`src/hdl/rtcio_pkg.sv`:
```
// Purpose: Shared constants for the real time clock interrupt output block
// Assumes: 125 MHz system clock, AXI4-Lite register access
// Notes:   Temperature and backup words sit at four times their index
package rtcio_pkg;

   // ****************************************************************
   // Clock and timing
   // ****************************************************************
   localparam int unsigned CLK_HZ         = 125_000_000;
   localparam int unsigned RETURN_TIME_US = 7800;  // Auto release time, 7.8 ms
   localparam int unsigned RETURN_CYCLES  =
      (RETURN_TIME_US * (CLK_HZ / 1_000_000));     // Rounds down, longest time
   localparam int unsigned CNT_W          = 21;

   // ****************************************************************
   // Register byte addresses
   // ****************************************************************
   localparam logic [7:0] ADDR_FLAGS   = 8'h00;    // Event flags
   localparam logic [7:0] ADDR_CONTROL = 8'h04;    // Enables and clock reset
   localparam logic [7:0] ADDR_IRQ_ST  = 8'h08;    // Sticky status, read clears
   localparam logic [7:0] ADDR_IRQ_MSK = 8'h0c;    // Interrupt mask
   localparam logic [7:0] IDX_TEMP     = 8'h17;    // Temperature reading index
   localparam logic [7:0] IDX_BACKUP   = 8'h18;    // Backup supply setup index
   localparam logic [7:0] ADDR_TEMP_W  = {IDX_TEMP[5:0], 2'b00};   // Index times four
   localparam logic [7:0] ADDR_BACKUP  = {IDX_BACKUP[5:0], 2'b00}; // Index times four

   // ****************************************************************
   // Field positions
   // ****************************************************************
   localparam int unsigned BIT_UPDATE   = 5;
   localparam int unsigned BIT_PERIODIC = 4;
   localparam int unsigned BIT_ALARM    = 3;
   localparam int unsigned BIT_RESET    = 0;
   localparam logic [7:0]  FLAG_MASK    = 8'h38;
   localparam logic [7:0]  CTRL_MASK    = 8'h39;
   localparam logic [7:0]  BACKUP_MASK  = 8'h0f;

   // ****************************************************************
   // Reset values
   // ****************************************************************
   localparam logic [7:0] CONTROL_RST = 8'h00;
   localparam logic [7:0] BACKUP_RST  = 8'h00;
   localparam logic [2:0] MASK_RST    = 3'h0;

   // AXI responses
   localparam logic [1:0] RESP_OKAY   = 2'h0;
   localparam logic [1:0] RESP_SLVERR = 2'h2;

endpackage : rtcio_pkg

```
`src/hdl/rtcio_pulse.sv`:
```
// Purpose: One gated interrupt source with optional auto release
// Assumes: Event is a one-cycle pulse
// Notes:   Enable low releases at once
`timescale 1ns/1ps
module rtcio_pulse #(
   parameter bit AUTO_RELEASE = 1'b1
) (
   input  wire logic i_clk_sys,
   input  wire logic i_reset_n,
   input  wire logic i_event,
   input  wire logic i_enable,
   input  wire logic i_flag,
   output logic      o_active
);

   logic [rtcio_pkg::CNT_W-1:0] count_reg;
   logic                        active_reg;

   // Drive on event, drop on disable, timeout or flag clear
   always_ff @(posedge i_clk_sys or negedge i_reset_n) begin
      if (!i_reset_n) begin
         active_reg <= 1'b0;
         count_reg  <= '0;
      end else if (i_event && i_enable) begin
         active_reg <= 1'b1;
         count_reg  <= rtcio_pkg::CNT_W'(rtcio_pkg::RETURN_CYCLES - 1);
      end else if (!i_enable) begin
         active_reg <= 1'b0;
      end else if (AUTO_RELEASE && active_reg) begin
         if (count_reg == '0) begin
            active_reg <= 1'b0;
         end else begin
            count_reg <= count_reg - 1'b1;
         end
      end else if (!AUTO_RELEASE && !i_flag) begin
         active_reg <= 1'b0;
      end
   end

   assign o_active = active_reg & i_enable;
endmodule : rtcio_pulse

```
`src/hdl/rtcio_top.sv`:
```
// Purpose: Interrupt output control of a real time clock
// Assumes: Event inputs are one-cycle pulses synchronous to i_clk_sys
// Notes:   AXI4-Lite slave, open-drain interrupt pin as drive enable
//
// How it works
// - An update event with its enable set pulls the interrupt pin low.
// - A source whose enable is clear never drives the pin and clearing it releases at once.
// - An update-driven low is released by itself 7.8 ms after the event.
// - A periodic event with its enable set pulls the interrupt pin low.
// - A periodic-driven low is released by itself within 7.8 ms.
// - An alarm event with its enable set pulls the interrupt pin low.
// - An alarm-driven low stays until its flag or its enable is cleared.
// - The pin is low whenever any of the three gated sources is active.
// - Write-protected bits ignore writes and read as zero.
// - Writing one to the clock reset bit clears sub-seconds and stops the clock.
// - The clock reset is released when chip enable goes low after it was set.
// - The temperature reading at 0x17 shows raw data refreshed at each compensation.
// - The backup setup at 0x18 reads zero in bits 7 to 4 and holds four control bits.
// - Each flag is set by its event and held until zero is written; writing one does nothing.
//
// The implementer's own choice: the AXI4-Lite register port.
`timescale 1ns/1ps
module rtcio_top (
   input  wire logic        i_clk_sys,
   input  wire logic        i_reset_n,
   // AXI4-Lite slave
   input  wire logic [7:0]  i_awaddr,
   input  wire logic        i_awvalid,
   output logic             o_awready,
   input  wire logic [31:0] i_wdata,
   input  wire logic [3:0]  i_wstrb,
   input  wire logic        i_wvalid,
   output logic             o_wready,
   output logic [1:0]       o_bresp,
   output logic             o_bvalid,
   input  wire logic        i_bready,
   input  wire logic [7:0]  i_araddr,
   input  wire logic        i_arvalid,
   output logic             o_arready,
   output logic [31:0]      o_rdata,
   output logic [1:0]       o_rresp,
   output logic             o_rvalid,
   input  wire logic        i_rready,
   // Events and device side
   input  wire logic        i_update_event,
   input  wire logic        i_periodic_event,
   input  wire logic        i_alarm_event,
   input  wire logic        i_chip_enable,
   input  wire logic        i_temp_valid,
   input  wire logic [7:0]  i_temp_data,
   output logic             o_clock_hold,
   output logic             o_supply_monitor_disable,
   output logic             o_backflow_switch_disable,
   output logic [1:0]       o_backup_sample_time,
   // Open-drain interrupt pin and system interrupt
   output logic             o_int_out,
   output logic             o_int_oe,
   output logic             o_irq
);

   // ****************************************************************
   // Registers
   // ****************************************************************
   logic [7:0]  control_reg;
   logic [7:0]  backup_reg;
   logic [7:0]  temp_reg;
   logic        update_flag;
   logic        periodic_flag;
   logic        alarm_flag;
   logic [2:0]  irq_status_reg;
   logic [2:0]  irq_mask_reg;
   logic        ce_prev_reg;
   logic        aw_held_reg;
   logic        w_held_reg;
   logic [7:0]  awaddr_reg;
   logic [31:0] wdata_reg;
   logic [3:0]  wstrb_reg;
   logic        bvalid_reg;
   logic [1:0]  bresp_reg;
   logic        rvalid_reg;
   logic [31:0] rdata_reg;
   logic [1:0]  rresp_reg;
   logic        do_write;
   logic        do_read;
   logic        wr_lane0;
   logic        wr_flags;
   logic        wr_control;
   logic        rd_status;
   logic        update_act;
   logic        periodic_act;
   logic        alarm_act;
   logic        update_irq_enable;
   logic        periodic_irq_enable;
   logic        alarm_irq_enable;
   logic [2:0]  events;

   assign update_irq_enable   = control_reg[rtcio_pkg::BIT_UPDATE];
   assign periodic_irq_enable = control_reg[rtcio_pkg::BIT_PERIODIC];
   assign alarm_irq_enable    = control_reg[rtcio_pkg::BIT_ALARM];
   assign events = {i_update_event, i_periodic_event, i_alarm_event};

   // ****************************************************************
   // AXI4-Lite write path
   // ****************************************************************
   assign o_awready = !aw_held_reg && !bvalid_reg;
   assign o_wready  = !w_held_reg && !bvalid_reg;
   assign do_write  = aw_held_reg && w_held_reg && !bvalid_reg;
   assign wr_lane0  = do_write && wstrb_reg[0];
   assign wr_flags  = wr_lane0 && (awaddr_reg == rtcio_pkg::ADDR_FLAGS);
   assign wr_control = wr_lane0 && (awaddr_reg == rtcio_pkg::ADDR_CONTROL);

   // Capture address and data in either order
   always_ff @(posedge i_clk_sys or negedge i_reset_n) begin
      if (!i_reset_n) begin
         aw_held_reg <= 1'b0;
         w_held_reg  <= 1'b0;
         awaddr_reg  <= 8'h00;
         wdata_reg   <= 32'h0000_0000;
         wstrb_reg   <= 4'h0;
      end else begin
         if (i_awvalid && o_awready) begin
            aw_held_reg <= 1'b1;
            awaddr_reg  <= i_awaddr;
         end else if (do_write) begin
            aw_held_reg <= 1'b0;
         end
         if (i_wvalid && o_wready) begin
            w_held_reg <= 1'b1;
            wdata_reg  <= i_wdata;
            wstrb_reg  <= i_wstrb;
         end else if (do_write) begin
            w_held_reg <= 1'b0;
         end
      end
   end

   // Write response, unmapped address answers SLVERR
   always_ff @(posedge i_clk_sys or negedge i_reset_n) begin
      if (!i_reset_n) begin
         bvalid_reg <= 1'b0;
         bresp_reg  <= rtcio_pkg::RESP_OKAY;
      end else if (do_write) begin
         bvalid_reg <= 1'b1;
         unique case (awaddr_reg)
            rtcio_pkg::ADDR_FLAGS, rtcio_pkg::ADDR_CONTROL, rtcio_pkg::ADDR_IRQ_ST,
            rtcio_pkg::ADDR_IRQ_MSK, rtcio_pkg::ADDR_TEMP_W,
            rtcio_pkg::ADDR_BACKUP: bresp_reg <= rtcio_pkg::RESP_OKAY;
            default:                bresp_reg <= rtcio_pkg::RESP_SLVERR;
         endcase
      end else if (i_bready) begin
         bvalid_reg <= 1'b0;
      end
   end

   assign o_bvalid = bvalid_reg;
   assign o_bresp  = bresp_reg;

   // ****************************************************************
   // Control, backup and mask registers
   // ****************************************************************
   // Control: enables and clock reset bit, protected bits stay zero
   always_ff @(posedge i_clk_sys or negedge i_reset_n) begin
      if (!i_reset_n) begin
         control_reg <= rtcio_pkg::CONTROL_RST;
      end else if (wr_control) begin
         control_reg <= wdata_reg[7:0] & rtcio_pkg::CTRL_MASK;
      end else if (ce_prev_reg && !i_chip_enable) begin
         control_reg[rtcio_pkg::BIT_RESET] <= 1'b0;
      end
   end

   // Chip enable history for falling edge
   always_ff @(posedge i_clk_sys or negedge i_reset_n) begin
      if (!i_reset_n) begin
         ce_prev_reg <= 1'b0;
      end else begin
         ce_prev_reg <= i_chip_enable;
      end
   end

   assign o_clock_hold = control_reg[rtcio_pkg::BIT_RESET];

   // Backup setup register, upper nibble forced to zero
   always_ff @(posedge i_clk_sys or negedge i_reset_n) begin
      if (!i_reset_n) begin
         backup_reg <= rtcio_pkg::BACKUP_RST;
      end else if (do_write && wstrb_reg[0] && (awaddr_reg == rtcio_pkg::ADDR_BACKUP)) begin
         backup_reg <= wdata_reg[7:0] & rtcio_pkg::BACKUP_MASK;
      end
   end

   assign o_supply_monitor_disable  = backup_reg[3];
   assign o_backflow_switch_disable = backup_reg[2];
   assign o_backup_sample_time      = backup_reg[1:0];

   // Mask register of status layout
   always_ff @(posedge i_clk_sys or negedge i_reset_n) begin
      if (!i_reset_n) begin
         irq_mask_reg <= rtcio_pkg::MASK_RST;
      end else if (wr_lane0 && (awaddr_reg == rtcio_pkg::ADDR_IRQ_MSK)) begin
         irq_mask_reg <= wdata_reg[2:0];
      end
   end

   // Temperature refreshed on each compensation run
   always_ff @(posedge i_clk_sys or negedge i_reset_n) begin
      if (!i_reset_n) begin
         temp_reg <= 8'h00;
      end else if (i_temp_valid) begin
         temp_reg <= i_temp_data;
      end
   end

   // ****************************************************************
   // Event flags, set wins over clear
   // ****************************************************************
   always_ff @(posedge i_clk_sys or negedge i_reset_n) begin
      if (!i_reset_n) begin
         update_flag   <= 1'b0;
         periodic_flag <= 1'b0;
         alarm_flag    <= 1'b0;
      end else begin
         update_flag   <= i_update_event | (update_flag &
            !(wr_flags && !wdata_reg[rtcio_pkg::BIT_UPDATE]));
         periodic_flag <= i_periodic_event | (periodic_flag &
            !(wr_flags && !wdata_reg[rtcio_pkg::BIT_PERIODIC]));
         alarm_flag    <= i_alarm_event | (alarm_flag &
            !(wr_flags && !wdata_reg[rtcio_pkg::BIT_ALARM]));
      end
   end

   // Sticky status, cleared by a read, event wins
   assign rd_status = do_read && (i_araddr == rtcio_pkg::ADDR_IRQ_ST);
   always_ff @(posedge i_clk_sys or negedge i_reset_n) begin
      if (!i_reset_n) begin
         irq_status_reg <= 3'h0;
      end else begin
         irq_status_reg <= events | (rd_status ? 3'h0 : irq_status_reg);
      end
   end

   assign o_irq = |(irq_status_reg & irq_mask_reg);

   // ****************************************************************
   // Gated sources and open-drain pin
   // ****************************************************************
   rtcio_pulse #(.AUTO_RELEASE(1'b1)) u_update (
      .i_clk_sys (i_clk_sys),
      .i_reset_n (i_reset_n),
      .i_event   (i_update_event),
      .i_enable  (update_irq_enable),
      .i_flag    (update_flag),
      .o_active  (update_act)
   );

   rtcio_pulse #(.AUTO_RELEASE(1'b1)) u_periodic (
      .i_clk_sys (i_clk_sys),
      .i_reset_n (i_reset_n),
      .i_event   (i_periodic_event),
      .i_enable  (periodic_irq_enable),
      .i_flag    (periodic_flag),
      .o_active  (periodic_act)
   );

   rtcio_pulse #(.AUTO_RELEASE(1'b0)) u_alarm (
      .i_clk_sys (i_clk_sys),
      .i_reset_n (i_reset_n),
      .i_event   (i_alarm_event),
      .i_enable  (alarm_irq_enable),
      .i_flag    (alarm_flag | i_alarm_event),
      .o_active  (alarm_act)
   );

   assign o_int_oe  = update_act | periodic_act | alarm_act;
   assign o_int_out = 1'b0;

   // ****************************************************************
   // AXI4-Lite read path
   // ****************************************************************
   assign o_arready = !rvalid_reg;
   assign do_read   = i_arvalid && !rvalid_reg;

   // Read data mux, reserved bits zero
   always_ff @(posedge i_clk_sys or negedge i_reset_n) begin
      if (!i_reset_n) begin
         rvalid_reg <= 1'b0;
         rdata_reg  <= 32'h0000_0000;
         rresp_reg  <= rtcio_pkg::RESP_OKAY;
      end else if (do_read) begin
         rvalid_reg <= 1'b1;
         rresp_reg  <= rtcio_pkg::RESP_OKAY;
         rdata_reg  <= 32'h0000_0000;
         unique case (i_araddr)
            rtcio_pkg::ADDR_FLAGS: begin
               rdata_reg[5:3] <= {update_flag, periodic_flag, alarm_flag};
            end
            rtcio_pkg::ADDR_CONTROL: rdata_reg[7:0] <= control_reg;
            rtcio_pkg::ADDR_IRQ_ST:  rdata_reg[2:0] <= irq_status_reg;
            rtcio_pkg::ADDR_IRQ_MSK: rdata_reg[2:0] <= irq_mask_reg;
            rtcio_pkg::ADDR_TEMP_W:  rdata_reg[7:0] <= temp_reg;
            rtcio_pkg::ADDR_BACKUP:  rdata_reg[7:0] <= backup_reg;
            default:                 rresp_reg <= rtcio_pkg::RESP_SLVERR;
         endcase
      end else if (i_rready) begin
         rvalid_reg <= 1'b0;
      end
   end

   assign o_rvalid = rvalid_reg;
   assign o_rdata  = rdata_reg;
   assign o_rresp  = rresp_reg;
endmodule : rtcio_top

```
`config.mk`:
```
export PLATFORM = sky130hd
export DESIGN_NAME = rtcio_top
export DESIGN_NICKNAME = d
export VERILOG_FILES = /design/src/hdl/rtcio_pkg.sv /design/src/hdl/rtcio_pulse.sv /design/src/hdl/rtcio_top.sv
export SDC_FILE = /design/constraint.sdc
export NUM_CORES = 1
export LEC_CHECK = 0
export CAP_MARGIN = 20
export CORE_AREA = 5 5 136 73
export CTS_CLUSTER_DIAMETER = 50
export DETAILED_ROUTE_END_ITERATION = 12
export DIE_AREA = 0 0 141 78
export DONT_BUFFER_PORTS = 1
export GPL_ROUTABILITY_DRIVEN = 0
export PLACE_DENSITY = 0.75
export SYNTH_ARGS = -nofsm -noshare
export SYNTH_HDL_FRONTEND = slang
export SYNTH_SLANG_ARGS = --single-unit
```
`constraint.sdc`:
```
create_clock -name i_clk_sys -period 5.4 [get_ports i_clk_sys]
set_input_delay 1.62 -clock i_clk_sys [delete_from_list [all_inputs] [get_ports i_clk_sys]]
set_output_delay 1.62 -clock i_clk_sys [all_outputs]
set_load 0.02 [all_outputs]
```
==> out/results.ini <==
[status]
status = finished clean

[layout]
drive_gt1_frac = 0.1408
fillCellCount = 705
layout.cells.non_filler = 593
fin_nets = 547
antenna-diode-count = 0
area_growth_pct = 5.379
final_util = 0.6237

[cts]
clock-sinks = 100
root_buffer = clkbuf_16
cts_resized = 0
cts_tree = yes
ctsHoldBuffers = 0
cts_buffer_depth = 2
htree_levels = 3
insertion_delay_ns = 0.34
cts.clk_slew.worst_paths_ns = 0.08
cts_buffers = 9
cts_post_setup_buffers_inserted = 0

[power]
p_total_w = 0.002059
cellPowerDensity_mw_per_mm2 = 387.1
irDropWorstVdd_v = 0.0003252
p_leak_nw = 2.008

[detailed_routing]
wl_per_cell_um = 16.16
first_iter_violations = 259
vias_per_cell = 5.695
dr.pass1.iters = 4
routed_wl_mm = 9.582
ant_nets = 0
vias = 3377
remaining_drc_errors = 0

[setup_path]
critPathArrivalTime_ns = 3.30
cp_slowest_stage_delay_ns = 0.64
critPathLaunchType = primary input
crit_path_top_delay_cell = nor3b_1
cpMostUsedCell = nor3b_1
end_kind = flop
cp_cell_sequence = nand4b_1 > nor3b_1 > nor3b_1 > a22oi_1 > o31ai_1
crit_path_max_fanout = 5
worstPathRequired_ns = 5.66
regToRegSetupSlack_ns = 2.85
path_class = in2reg

[global_route]
met1_usage = 0.2436
grt_overflow_total = 0
grt_use_total = 0.1859
grt_use_met2 = 0.3030
grt_pass1_vias = 3419
grtUsageMet3 = 0.05897
grt_max_degree = 101
antenna_found_initial = 0
grt_pass1_wl_mm = 16.53
busiest_layer = met2

[placement]
io_buffers = 0
dp_cells = 577
dp_hpwl_mm = 6.732
pre_cts_ws_ns = 1.960

[synth]
ys.flop_type = dfrtp_1
avgSynthCellArea_sq_um = 10.47
synthArstFlopShare = 1.000
ys_warn_count = 0
synth.ff_latch_count = 100
syn-cell-area_sq_mm = 0.005047
synth_seq_area_share = 0.4958
synth_cell_type_count = 62
postSynthCellCount = 482
synth_edf_count = 0

[die]
start_util = 0.5918
io-pin-count = 121
core-area_sq_mm = 0.008528
row_count = 24
die_h_um = 78
dieWidth_um = 141
die_area_sq_mm = 0.01100

[sta]
fin_setup_tns_ns = 0
setup_viol = 0
tightestPinTransition_ns = 1.060
finalHoldViolCount = 0
setup_ws_ns = 2.358
fin_worst_skew_ns = 0.007632
fin_crit_ns = 3.042
fin_crit_sh = 0.5634
relSlewSlack = 0.2865
fmax_mhz = 328.7
rsz0062_at_grt = false
report.final.slew_viol_count = 0

[worst_hold_path]
hold_class = reg2reg

[flow_run]
max-cap-violations = 0

## power by group
group	internal [W]	switching, W	total, W
combinational	0.000160	0.000155	0.000316
sequential	0.000904	0.000164	0.00107
clock	0.000372	0.000303	0.000675
## cell families (layout without fill, tap and decap cells)
group	Yosys count	count (layout)	synth area share
flip-flops	100	100	0.4958
AO/OA/AOI/OAI	68	68	0.09395
XOR/XNOR	33	33	0.05726
adder cells (fa/ha/maj)	4	4	0.009916
other	1	27	0.0007430
buffers and inverters	62	30	0.07015
multiplexers	38	38	0.08404
AND/OR/NAND/NOR	176	176	0.1881
## critical path: cells and delay by family
kind | cells | cell delay [ns]
simple gates | 3 | 1.28
compound gates | 2 | 0.39
## per-layer routing
metal / vias up / share of wire
met2: 89 / 0.45
met4: 0 / 0.013
li1: 1638 / -
met1: 1640 / 0.47
met3: 10 / 0.062
met5: - / 0
## layout make-up
cell class / instances / area (sq um) / share of cell area
Sequential cell: 100 / 2502 / 0.4705
Multi-Input combinational cell: 346 / 2295 / 0.4314
Clock buffer: 9 / 225.2 / 0.04234
Tap cell: 117 / 146.4 / 0.02752
Clock inverter: 7 / 93.84 / 0.01764
Inverter: 13 / 48.80 / 0.009174
Timing Repair Buffer: 1 / 7.507 / 0.001411
## stage by stage
| step | hold WS [ns] | cell area (sq um) |
|---|---|---|
| after global routing | 0.5375 | 5319 |
| after CTS | 0.5131 | 5319 |
| after detailed placement | 0.4950 | 5000 |
| final | 0.5100 | 5319 |
| after global placement | 0.4879 | 5000 |
| after floorplan | 0.4676 | 5145 |
## worst paths after layout
check,from,endpoint,cells past startpoint
hold reg to reg,irq_status_reg[0]$_DFF_PN0_,irq_status_reg[0]$_DFF_PN0_,1
max in group asynchronous,i_reset_n,u_update.count_reg[6]$_DFFE_PN0P_,0
setup reg to reg,u_periodic.count_reg[16]$_DFFE_PN0P_,u_periodic.active_reg$_DFF_PN0_,4
hold / removal,irq_status_reg[0]$_DFF_PN0_,irq_status_reg[0]$_DFF_PN0_,1
setup / recovery,i_araddr[7],o_rdata[3]$_DFFE_PN0P_,5
min in group asynchronous,i_reset_n,awaddr_reg[0]$_DFFE_PN0P_,0
## cells in the mapped netlist (all sizes together), types with 2 or more instances
cell type | n | area share
dfrtp | 100 | 0.50
or4 | 8 | 0.013
xor2 | 29 | 0.050
nand3 | 10 | 0.0099
nor2 | 42 | 0.031
mux2i | 3 | 0.0059
o21bai | 2 | 0.0052
nor3b | 2 | 0.0030
a22oi | 2 | 0.0030
nand4 | 8 | 0.0099
nand3b | 2 | 0.0030
o211ai | 12 | 0.019
nand2 | 43 | 0.032
buf | 31 | 0.047
inv | 13 | 0.0097
a21o | 3 | 0.0045
a221oi | 3 | 0.0052
xnor2 | 4 | 0.0069
nor4 | 15 | 0.024
o31ai | 2 | 0.0030
or2 | 4 | 0.0050
or4b | 3 | 0.0059
ha | 4 | 0.0099
nor2b | 4 | 0.0050
nand4b | 5 | 0.0087
or3 | 4 | 0.0050
a31oi | 3 | 0.0037
a32o | 2 | 0.0040
and2 | 5 | 0.0062
o21ai | 21 | 0.022
nor3 | 11 | 0.011
mux2 | 35 | 0.078
a21oi | 9 | 0.0089
nand2b | 5 | 0.0062
clkbuf | 18 | 0.013
## cell usage in the layout, fill, tap and decap left out, drive strengths merged, types with 3 or more instances in the layout
master and count:
conb 27, nand2 43, nand4 8, nor2 42, nor4 15, xor2 29
a21oi 9, nor3 11, nor2b 4, a31oi 3, nand2b 5, and2 5
or2 4, o211ai 12, xnor2 4, mux2 35, a221oi 3, ha 4
mux2i 3, or4 8, a21o 3, nand3 10, or4b 3, or3 4
clkbuf 9, nand4b 5, o21ai 21, inv 16, dfrtp 100
No activity file was read; power rests on OpenSTA's default activity.
